$ cat config.mk
export PLATFORM = sky130hd
export DESIGN_NAME = prcc_host
export DESIGN_NICKNAME = d
export VERILOG_FILES = /design/src/rtl/prcc_pkg.sv /design/src/rtl/prcc_host.sv
export SDC_FILE = /design/constraint.sdc
export NUM_CORES = 1
export LEC_CHECK = 0
export BUFFER_PORTS_ARGS = -buffer_cell sky130_fd_sc_hd__buf_2
export CELL_PAD_IN_SITES_DETAIL_PLACEMENT = 0
export CELL_PAD_IN_SITES_GLOBAL_PLACEMENT = 1
export CORE_UTILIZATION = 44
export CTS_BUF_LIST = sky130_fd_sc_hd__clkbuf_4 sky130_fd_sc_hd__clkbuf_8
export DETAILED_ROUTE_END_ITERATION = 10
export GPL_ROUTABILITY_DRIVEN = 0
export MAX_ROUTING_LAYER = met4
export PLACE_DENSITY_LB_ADDON = 0.1
export SYNTH_ARGS = -nofsm -noshare
export SYNTH_HDL_FRONTEND = slang
export SYNTH_SLANG_ARGS = --single-unit
$ cat constraint.sdc
create_clock -name clock -period 3.8 [get_ports clock]
set_clock_uncertainty 0.05 [all_clocks]
set_input_delay 0.76 -clock clock [delete_from_list [all_inputs] [get_ports clock]]
set_output_delay 0.76 -clock clock [all_outputs]
set_load 0.1 [all_outputs]
$ cat src/rtl/prcc_pkg.sv
package prcc_pkg;
   // configuration word layout
   localparam int CFG_W          = 21;
   localparam int BIT_PAGE       = 7;
   localparam int TEMP_HI        = 6;
   localparam int TEMP_LO        = 5;
   localparam int BIT_SLEEP      = 4;
   localparam int COV_HI         = 2;
   localparam int COV_LO         = 0;
   localparam logic [CFG_W-1:0] CFG_RESET    = 21'h000070;
   localparam logic [CFG_W-1:0] CFG_KEEP     = 21'h0000f7;
   localparam logic [1:0] TEMP_85C           = 2'h3;
   localparam logic [1:0] TEMP_70C           = 2'h0;
   localparam logic [1:0] TEMP_45C           = 2'h1;
   localparam logic [1:0] TEMP_15C           = 2'h2;
   localparam logic [2:0] COV_FULL           = 3'h0;
   localparam logic [2:0] COV_NONE           = 3'h4;
   localparam int ADDR_W         = 21;
   localparam int DATA_W         = 16;
   localparam logic [ADDR_W-1:0] SW_ADDR     = 21'h1fffff;

   // timing
   localparam int  CLK_PS        = 8000;
   localparam int  STROBE_NS     = 80;
   localparam int  ZZWE_NS       = 16;
   localparam int  SLEEP_MIN_US  = 11;
   localparam int  INIT_US       = 150;
   localparam int  STROBE_CYC    = (STROBE_NS * 1000 + CLK_PS - 1) / CLK_PS;
   localparam int  ZZWE_CYC      = (ZZWE_NS * 1000 + CLK_PS - 1) / CLK_PS;
   localparam int  SLEEP_CYC     = (SLEEP_MIN_US * 1000000 + CLK_PS - 1) / CLK_PS;
   localparam int  INIT_CYC      = (INIT_US * 1000000 + CLK_PS - 1) / CLK_PS;
   localparam int  CNT_W         = 16;

   typedef enum logic [1:0] {
      PRCC_OP_PIN_LOAD = 2'h0,
      PRCC_OP_SW_LOAD  = 2'h1,
      PRCC_OP_SW_READ  = 2'h2,
      PRCC_OP_SLEEP    = 2'h3
   } prcc_op_t;

   typedef enum logic [3:0] {
      PRCC_IDLE   = 4'h0,
      PRCC_ZZLOW  = 4'h1,
      PRCC_STROBE = 4'h3,
      PRCC_GAP    = 4'h2,
      PRCC_SLEEP  = 4'h6,
      PRCC_WAKE   = 4'h7,
      PRCC_INIT   = 4'h5
   } prcc_state_t;

   typedef struct packed {
      logic              chip_select_n;
      logic              write_strobe_n;
      logic              output_enable_n;
      logic              sleep_pin_n;
      logic [ADDR_W-1:0] addr;
      logic [DATA_W-1:0] dq_out;
      logic              dq_oe;
   } prcc_pins_t;

   function automatic logic [CFG_W-1:0] prcc_clean(input logic [CFG_W-1:0] v);
      return v & CFG_KEEP;
   endfunction
endpackage

$ cat src/rtl/prcc_host.sv
// Behaviour
// [RULE1] host writes zero in reserved bits 20..8 and bit 3 on every load
// [RULE2] bit 7 enables page-mode reads; off after power-up
// [RULE3] bits 6..5 pick refresh temperature: 11=85,00=70,01=45,10=15
// [RULE4] bit 4 picks low-power mode: 0 deep power-down, 1 subset refresh
// [RULE5] bits 2..0: 000 whole array, 100 no array refresh
// [RULE6] other coverage codes act as whole-array refresh in the device
// [RULE7] sleep pin low enters the mode bit 4 selects
// [RULE8] software load applies subset refresh at once; sleep pin no longer starts it
// [RULE9] host changes deep power-down only through sleep-pin loads
// [RULE10] deep power-down stops refresh and loses array contents
// [RULE11] after deep power-down exit host waits 150us before accesses
// [RULE12] host picks a temperature setting at or above case temperature
// [RULE13] pin load: write right after sleep pin falls, address lines captured
// [RULE14] software sequence: two reads, two writes at top address; read-back reads fourth
// [RULE15] low-power mode needs sleep pin low over 10us; pin high exits
// [RULE16] device powers up with configuration word 0070h
// [RULE17] device ignores accesses and releases data bus during low-power modes
`timescale 1ns/1ps
`default_nettype none
module prcc_host
   import prcc_pkg::*;
(
   input  wire logic              clock,
   input  wire logic              reset,
   input  wire logic              cmd_valid,
   input  wire prcc_op_t          cmd_op,
   input  wire logic [CFG_W-1:0]  cmd_word,
   input  wire logic              wake,
   output logic                   cmd_ready,
   output logic                   done,
   output logic [DATA_W-1:0]      read_word,
   output logic [CFG_W-1:0]       shadow_word,
   output logic                   asleep,
   output logic                   pin_load_used_sw,
   output prcc_pins_t             pins,
   input  wire logic [DATA_W-1:0] dq_in
);
   typedef struct packed {
      prcc_state_t       st;
      prcc_op_t          op;
      logic [CFG_W-1:0]  word;
      logic [CFG_W-1:0]  shadow;
      logic [1:0]        step;
      logic [CNT_W-1:0]  cnt;
      logic              sw_used;
      logic              done;
      logic [DATA_W-1:0] rd;
      logic [2:0]        sync;
      logic              wake_s;
      prcc_pins_t        p;
   } prcc_reg_t;

   prcc_reg_t r;
   prcc_reg_t next_r;

   localparam prcc_pins_t PINS_IDLE = '{1'b1, 1'b1, 1'b1, 1'b1, '0, '0, 1'b0};

   always_comb begin
      next_r = r;
      next_r.done = 1'b0;
      next_r.sync = {r.sync[1:0], wake};
      if (r.sync[2] == r.sync[1]) begin
         next_r.wake_s = r.sync[2];
      end
      if (r.cnt != '0) begin
         next_r.cnt = r.cnt - 1'b1;
      end
      case (r.st)
         PRCC_IDLE: begin
            if (cmd_valid) begin
               next_r.op   = cmd_op;
               // temperature field passes as given; caller keeps it at or above case temperature
               next_r.word = prcc_clean(cmd_word);                  // [RULE1] [RULE12]
               if (cmd_op == PRCC_OP_SW_LOAD) begin
                  // software path must neither set nor clear deep power-down
                  next_r.word[BIT_SLEEP] = r.shadow[BIT_SLEEP];     // [RULE9]
               end
               next_r.step = '0;
               if (cmd_op == PRCC_OP_PIN_LOAD) begin
                  next_r.p.sleep_pin_n = 1'b0;                      // [RULE13]
                  next_r.cnt = CNT_W'(ZZWE_CYC);
                  next_r.st  = PRCC_ZZLOW;
               end else if (cmd_op == PRCC_OP_SLEEP) begin
                  next_r.p.sleep_pin_n = 1'b0;                      // [RULE7]
                  next_r.cnt = CNT_W'(SLEEP_CYC);
                  next_r.st  = PRCC_SLEEP;
               end else begin
                  next_r.st = PRCC_STROBE;
                  next_r.cnt = CNT_W'(STROBE_CYC);
                  next_r.p.addr = SW_ADDR;                          // [RULE14]
                  next_r.p.chip_select_n = 1'b0;
                  next_r.p.output_enable_n = 1'b0;
               end
            end
         end
         PRCC_ZZLOW: begin
            if (r.cnt == '0) begin
               next_r.p.addr = r.word;                              // [RULE13]
               next_r.p.chip_select_n = 1'b0;
               next_r.p.write_strobe_n = 1'b0;
               next_r.cnt = CNT_W'(STROBE_CYC);
               next_r.st = PRCC_STROBE;
            end
         end
         PRCC_STROBE: begin
            if (r.cnt == '0) begin
               // rising chip select closes the access; address and data held through the gap
               // so the device never latches a half-changed bus
               next_r.p.chip_select_n = 1'b1;
               next_r.p.write_strobe_n = 1'b1;
               next_r.p.output_enable_n = 1'b1;
               if (r.op == PRCC_OP_SW_READ && r.step == 2'h3) begin
                  next_r.rd = dq_in;                                // [RULE14]
               end
               next_r.cnt = CNT_W'(STROBE_CYC);
               next_r.st = PRCC_GAP;
            end
         end
         PRCC_GAP: begin
            if (r.cnt == '0) begin
               if (r.op == PRCC_OP_PIN_LOAD || r.step == 2'h3) begin
                  next_r.p = PINS_IDLE;
                  next_r.done = 1'b1;
                  next_r.st = PRCC_IDLE;
                  if (r.op == PRCC_OP_PIN_LOAD) begin
                     next_r.shadow = r.word;
                  end else if (r.op == PRCC_OP_SW_LOAD) begin
                     // software load takes over subset refresh control
                     next_r.shadow = r.word;                        // [RULE8]
                     next_r.sw_used = 1'b1;
                  end
               end else begin
                  next_r.step = r.step + 1'b1;
                  next_r.p.addr = SW_ADDR;                          // [RULE14]
                  next_r.p.chip_select_n = 1'b0;
                  // load writes third and fourth access; read-back writes only the third
                  if (r.step == 2'h1 || (r.step == 2'h2 && r.op == PRCC_OP_SW_LOAD)) begin // [RULE14]
                     next_r.p.write_strobe_n = 1'b0;
                     next_r.p.dq_out = r.word[DATA_W-1:0];
                     next_r.p.dq_oe = 1'b1;
                  end else begin
                     next_r.p.output_enable_n = 1'b0;
                     next_r.p.dq_oe = 1'b0;
                  end
                  next_r.cnt = CNT_W'(STROBE_CYC);
                  next_r.st = PRCC_STROBE;
               end
            end
         end
         PRCC_SLEEP: begin
            // no accesses while asleep; device would ignore them
            if (r.cnt == '0 && r.wake_s) begin                      // [RULE15] [RULE17]
               next_r.p.sleep_pin_n = 1'b1;
               next_r.st = PRCC_WAKE;
            end
         end
         PRCC_WAKE: begin
            if (!r.shadow[BIT_SLEEP]) begin
               next_r.cnt = CNT_W'(INIT_CYC);                       // [RULE11] [RULE10]
               next_r.st = PRCC_INIT;
            end else begin
               next_r.done = 1'b1;
               next_r.st = PRCC_IDLE;
            end
         end
         PRCC_INIT: begin
            if (r.cnt == '0) begin
               next_r.done = 1'b1;
               next_r.st = PRCC_IDLE;
            end
         end
         default: begin
            next_r.st = PRCC_IDLE;
         end
      endcase
   end

   always_ff @(posedge clock or posedge reset) begin
      if (reset) begin
         r <= '{st: PRCC_IDLE, op: PRCC_OP_PIN_LOAD, word: '0, shadow: CFG_RESET, step: '0,
                cnt: '0, sw_used: 1'b0, done: 1'b0, rd: '0, sync: '0, wake_s: 1'b0,
                p: PINS_IDLE};                                      // [RULE16]
      end else begin
         r <= next_r;
      end
   end

   assign cmd_ready        = (r.st == PRCC_IDLE);
   assign done             = r.done;
   assign read_word        = r.rd;
   assign shadow_word      = r.shadow;
   assign asleep           = (r.st == PRCC_SLEEP);
   assign pin_load_used_sw = r.sw_used;
   assign pins             = r.p;

   property p_sleep_hold;
      @(posedge clock) disable iff (reset)
         (r.st == PRCC_IDLE && cmd_valid && cmd_op == PRCC_OP_SLEEP) |=> !pins.sleep_pin_n [*8];
   endproperty
   a_sleep_hold: assert property (p_sleep_hold) else $error("sleep pin released early"); // [RULE15]

   property p_reserved_zero;
      @(posedge clock) disable iff (reset)
         (r.st == PRCC_STROBE && r.op == PRCC_OP_PIN_LOAD) |-> (pins.addr & ~CFG_KEEP) == '0;
   endproperty
   a_reserved_zero: assert property (p_reserved_zero) else $error("reserved bit set in load"); // [RULE1]

   property p_sw_addr;
      @(posedge clock) disable iff (reset)
         (!pins.chip_select_n && r.op inside {PRCC_OP_SW_LOAD, PRCC_OP_SW_READ}) |-> pins.addr == SW_ADDR;
   endproperty
   a_sw_addr: assert property (p_sw_addr) else $error("software access off top address"); // [RULE14]

   property p_zz_first;
      @(posedge clock) disable iff (reset)
         $fell(pins.write_strobe_n) && r.op == PRCC_OP_PIN_LOAD |-> !pins.sleep_pin_n && $past(!pins.sleep_pin_n, 2);
   endproperty
   a_zz_first: assert property (p_zz_first) else $error("pin load write before sleep pin low"); // [RULE13]

   property p_quiet_asleep;
      @(posedge clock) disable iff (reset)
         asleep |-> pins.chip_select_n && !pins.dq_oe;
   endproperty
   a_quiet_asleep: assert property (p_quiet_asleep) else $error("access while asleep"); // [RULE17]

   property p_init_wait;
      @(posedge clock) disable iff (reset)
         (r.st == PRCC_WAKE && !r.shadow[BIT_SLEEP]) |=> !cmd_ready [*8];
   endproperty
   a_init_wait: assert property (p_init_wait) else $error("ready before init wait"); // [RULE11]

   property p_sw_flag;
      @(posedge clock) disable iff (reset)
         (done && r.op == PRCC_OP_SW_LOAD && $past(r.st) == PRCC_GAP) |-> pin_load_used_sw;
   endproperty
   a_sw_flag: assert property (p_sw_flag) else $error("software load not noted"); // [RULE8]

   property p_no_dpd_sw;
      @(posedge clock) disable iff (reset)
         (done && r.op == PRCC_OP_SW_LOAD) |-> shadow_word == $past(r.word) &&
            shadow_word[BIT_SLEEP] == $past(shadow_word[BIT_SLEEP]);
   endproperty
   a_no_dpd_sw: assert property (p_no_dpd_sw) else $error("shadow not updated"); // [RULE9]
endmodule
`default_nettype wire

* After elaboration in Yosys (flattened, before gate mapping)
Index checks and enable logic that the tools add are counted.
** Word-level totals
- Register bits after elaboration :: 116
- Input bits :: 43
- Output and inout bits :: 83
- Logic and storage cells :: 135
** Operators by class
- $add $sub $neg :: 2
- Equal/unequal tests :: 27
- Mux-type cells :: 55
- Bitwise logic cells :: 1
- Reduce and logical (&&, ||, !) cells :: 32
** Operators with widths (number)
- $mux 21 :: 5
- $mux 16 :: 4
- $pmux 16 s4 :: 1
- $pmux 21 s3 :: 1
- $mux 42 :: 1
- $mux 38 :: 1
- $mux 18 :: 2
- $pmux 4 s7 :: 1
- $mux 27 :: 1
- $mux 4 :: 6
- $mux 23 :: 1
- $mux 11 :: 2
- $mux 20 :: 1
- $ne 2x2->1 const B :: 9
- $reduce_and 6->1 :: 3
- $logic_not 16->1 :: 1
- $reduce_bool 16->1 :: 1
- $sub 16x1->16 const B :: 1
- $mux 1 :: 15
- $reduce_and 7->1 :: 2
- $eq 4x3->1 const B :: 3
- $mux 3 :: 4
- $pmux 1 s3 :: 4
- $reduce_bool 3->1 :: 4
- other kinds (24) :: 43

* Logic depth before layout (Yosys ltp)
- Word-level depth :: 7
- Mapped depth :: 10
- Mapped depth without buffers :: 10

* Worst setup path before layout
OpenSTA, ideal clock, no wires.
- Path kind :: register -> output
- From :: register r[126] (netlist name)
- To :: output asleep
- Data arrival time :: 2.862 ns
- Required time :: 2.990 ns
- Path slack :: 0.128 ns
- Cell stages (with the launch flop) :: 4
- Path buffers :: 2
- Path through :: dfrtp_1 clkbuf_1 clkbuf_1 nor3_1
** Between the ends
- Word-level cells in the longest chain between the ends :: 1
** RTL lines
- start: declaration :: RTL line prcc_host.sv:54 : prcc_reg_t r;
- start signal: assignment :: RTL line prcc_host.sv:181 : r <= '{st: PRCC_IDLE, op: PRCC_OP_PIN_LOAD, word: '0, shadow: CFG_RESET, step: '0,
- start signal: assignment :: RTL line prcc_host.sv:185 : r <= next_r;
- $eq 4x3->1 :: RTL line prcc_host.sv:193 : assign asleep = (r.st == PRCC_SLEEP);
- end: declaration :: RTL line prcc_host.sv:34 : output logic asleep,
Every way passes these cells.

* Worst setup path in the final report
- From :: register r[127] (netlist name)
- To :: output asleep
The elaborated chain is that of the path after synthesis.

==> out/metrics.yaml <==
run_status:
  status: "finished, final reports clean"
yosys:
  avgSynthCellArea_um2: 10.07
  synth_cells: 437
  synth_common_cells: "buf_4 (79), dfrtp_1 (72), nand2_1 (49)"
  yosysWarnings: 0
  synth_most_common_cell: "buf_4"
  ys_ff_latch: 79
  synth-edff-count: 0
  yosysUniqueCellTypes: 62
  synth_flop_cell: "dfrtp_1"
  synth_async_sr_flop_share: 1.000
  yosysTopAreaCellShare: 0.4096
  syn_area_um2: 4399
  ys_seq_area_frac: 0.4514
  synth.area.top_cells: "dfrtp_1 (41%), buf_4 (13%), mux2_2 (6.1%)"
  yosysTopAreaCell: "dfrtp_1"
setup_path:
  crit_slowest_cell: "dfrtp_1"
  timing.rr.end: "read_word[5]$_DFFE_PP0P_"
  crit_path_max_fanout: 21
  worstPathCellList: "inv_1 > nor3_1 > buf_2"
  start_kind: "flip-flop"
  crit_path_end_kind: "primary output"
  reg2reg_setup_slack_ns: 0.99
  slowest_delay_ns: 0.80
  endpoint: "asleep"
  critical_path.startpoint: "r[127]$_DFFE_PP0P_"
  critical_path_class: "flip-flop to primary output"
  worstPathRequired_ns: 2.99
  arrival_ns: 2.10
  r2r_start: "r[75]$_DFF_PP0_"
  r2r_cells: 4
die:
  rows: 36
  initial_utilization: 0.4522
  die_y_um: 102.0
  core_area_um2: 9729
  die_w_um: 102.0
  die_area_um2: 10400
  ios: 126
worst_hold_path:
  hold_path_class: "flip-flop to flip-flop"
  hold_depth: 0
sta:
  hold_viol: 0
  worst_slack_ns: 0.8911
  rsz0062_at_grt: "false"
  clock.fmax_ghz: 0.3438
  maxSlewHeadroom: 0.4772
  worstMarginPinSlew_ns: 0.7783
  finalSetupViolations: 0
  fin_crit_ns: 2.909
  fin_crit_sh: 0.7655
  report.final.slew_viol_count: 0
  finalSetupTns_ns: 0
clock_tree:
  root_buffer: "clkbuf_8"
  cts_tree: "yes"
  numCtsBuffers: 9
  htree_levels: 3
  clk_latency_ns: 0.35
  clock_path_buffers: 2
  cts_hold_buf: 0
  cts_setup_buffers: 0
  clk_pin_slew_ns: 0.08
  clock-sinks: 79
  cts_resized: 0
grt:
  first_global_vias: 2922
  grt_pass1_wl_mm: 15.53
  grt_max_degree: 33
  grt_usage: 0.2054
  antenna_found_initial: 0
  grt-ovfl-total: 0
route:
  first_pass_iters: 4
  viasPerCell: 5.152
  drc_errors: 0
  via_count: 3143
  ant_nets: 0
  first_iter_violations: 120
  drt-total-wl_mm: 9.900
  routedWlPerCell_um: 16.23
pwr:
  ir_worst_vdd_mv: 0.1508
  p_total_mw: 1.883
  p_leak_nw: 2.303
  power.density_nw_per_um2: 397.8
layout:
  antennaDiodeCount: 0
  drive_above_1_share: 0.3270
  stdcell_area_um2: 4733
  num-nets-final: 520
  area_growth_pct: 7.594
placed_design:
  dp_slack_ns: 0.9914
  placed_cell_area_um2: 4487
  port_buffers: 88
  dp_hpwl_mm: 7.074
job:
  maxCapViolCount: 0
-- cell usage in the layout, fill, tap and decap left out, types with 3 or more instances in the layout --
cell type  synthesis  final
a21o_1             3      3
nand3_1            9      9
a31oi_1            5      5
xnor2_1            7      7
nor2_1            16     16
buf_2              2     88
conb_1             1     23
a211oi_1           5      5
a21oi_1           17     17
nand2_1           49     49
xor2_1             3      3
nand4_1            3      3
buf_4             79      5
inv_1             10      9
a2bb2oi_1          7      7
o21ai_0           19     19
or3_1              3      3
nand2b_1           5      5
clkbuf_8           0      9
nor3_1             9      9
nor4_1             3      3
mux2_2            24     24
bufinv_16          0      3
dfrtp_1           72     72
o31ai_1            6      6
nor2b_1            6      6
o21ai_1            3      3
dfstp_2            7      7
or4_1              3      3
a22o_1             7      7
ha_1               5      5
-- registers in the layout, summed over array words and instances (netlist names) --
signal            count
r                    32
pins                 20
read_word            16
shadow_word           7
next_r                2
done                  1
pin_load_used_sw      1
-- how the worst min path moves through the flow --
stage,start,to,slack (ns)
after floorplan,next_r[44]$_DFF_PP0_,next_r[45]$_DFF_PP0_,0.28
after global placement,next_r[44]$_DFF_PP0_,next_r[45]$_DFF_PP0_,0.29
after detailed placement,next_r[44]$_DFF_PP0_,next_r[45]$_DFF_PP0_,0.30
after CTS,next_r[44]$_DFF_PP0_,next_r[45]$_DFF_PP0_,0.32
after global routing,next_r[44]$_DFF_PP0_,next_r[45]$_DFF_PP0_,0.33
final,next_r[44]$_DFF_PP0_,next_r[45]$_DFF_PP0_,0.31
-- worst max-delay path, delay by kind of cell, from the launching register on --
family                 cells  cell delay [ns]
AND/OR/NAND/NOR            1             0.22
flip-flops                 1             0.80
buffers and inverters      2             0.72
-- where the power goes --
part	internal [mW]	total (mW)	switching, mW
Clock	0.449	0.781	0.332
Combinational	0.0293	0.233	0.204
Sequential	0.857	0.869	0.0121
-- through the flow --
| step | hold slack, ns | std cells | utilization |
|---|---|---|---|
| 3_5_place_dp | 0.2992 | 594 | 0.4612 |
| 5_1_grt | 0.3335 | 610 | 0.4865 |
| 3_3_place_gp | 0.2904 | 594 | 0.4612 |
| 6_report | 0.3140 | 610 | 0.4865 |
| 2_1_floorplan | 0.2812 | 459 | - |
| 4_1_cts | 0.3178 | 610 | 0.4865 |
-- final cells by class --
type / instances / area, um^2
Multi-Input combinational cell: 278 / 1812
Timing Repair Buffer: 93 / 478.0
Tap cell: 133 / 166.4
Sequential cell: 79 / 1986
Inverter: 11 / 45.04
Clock inverter: 6 / 115.1
Clock buffer: 10 / 131.4
Fill cell: 995 / 4996
-- per-layer routing --
metal / share of wire / global-route usage / vias to the layer above
met5: 0 / - / -
met4: 0.013 / 0.06484 / 0
met3: 0.047 / 0.04172 / 8
met2: 0.45 / 0.3072 / 98
met1: 0.49 / 0.2799 / 1548
li1: - / - / 1489
-- kinds of logic after synthesis --
group                      Yosys count  synth area share
and+or+nand+nor                    128            0.1613
buffers and inverters              102            0.1556
AOI/OAI and AO/OA                   85            0.1286
DFF                                 79            0.4514
muxes                               26           0.06598
xor gates and xnor gates            10           0.01991
adders and majority gates            6           0.01650
other                                1         0.0008524
Power figures use the tool's default switching activity.
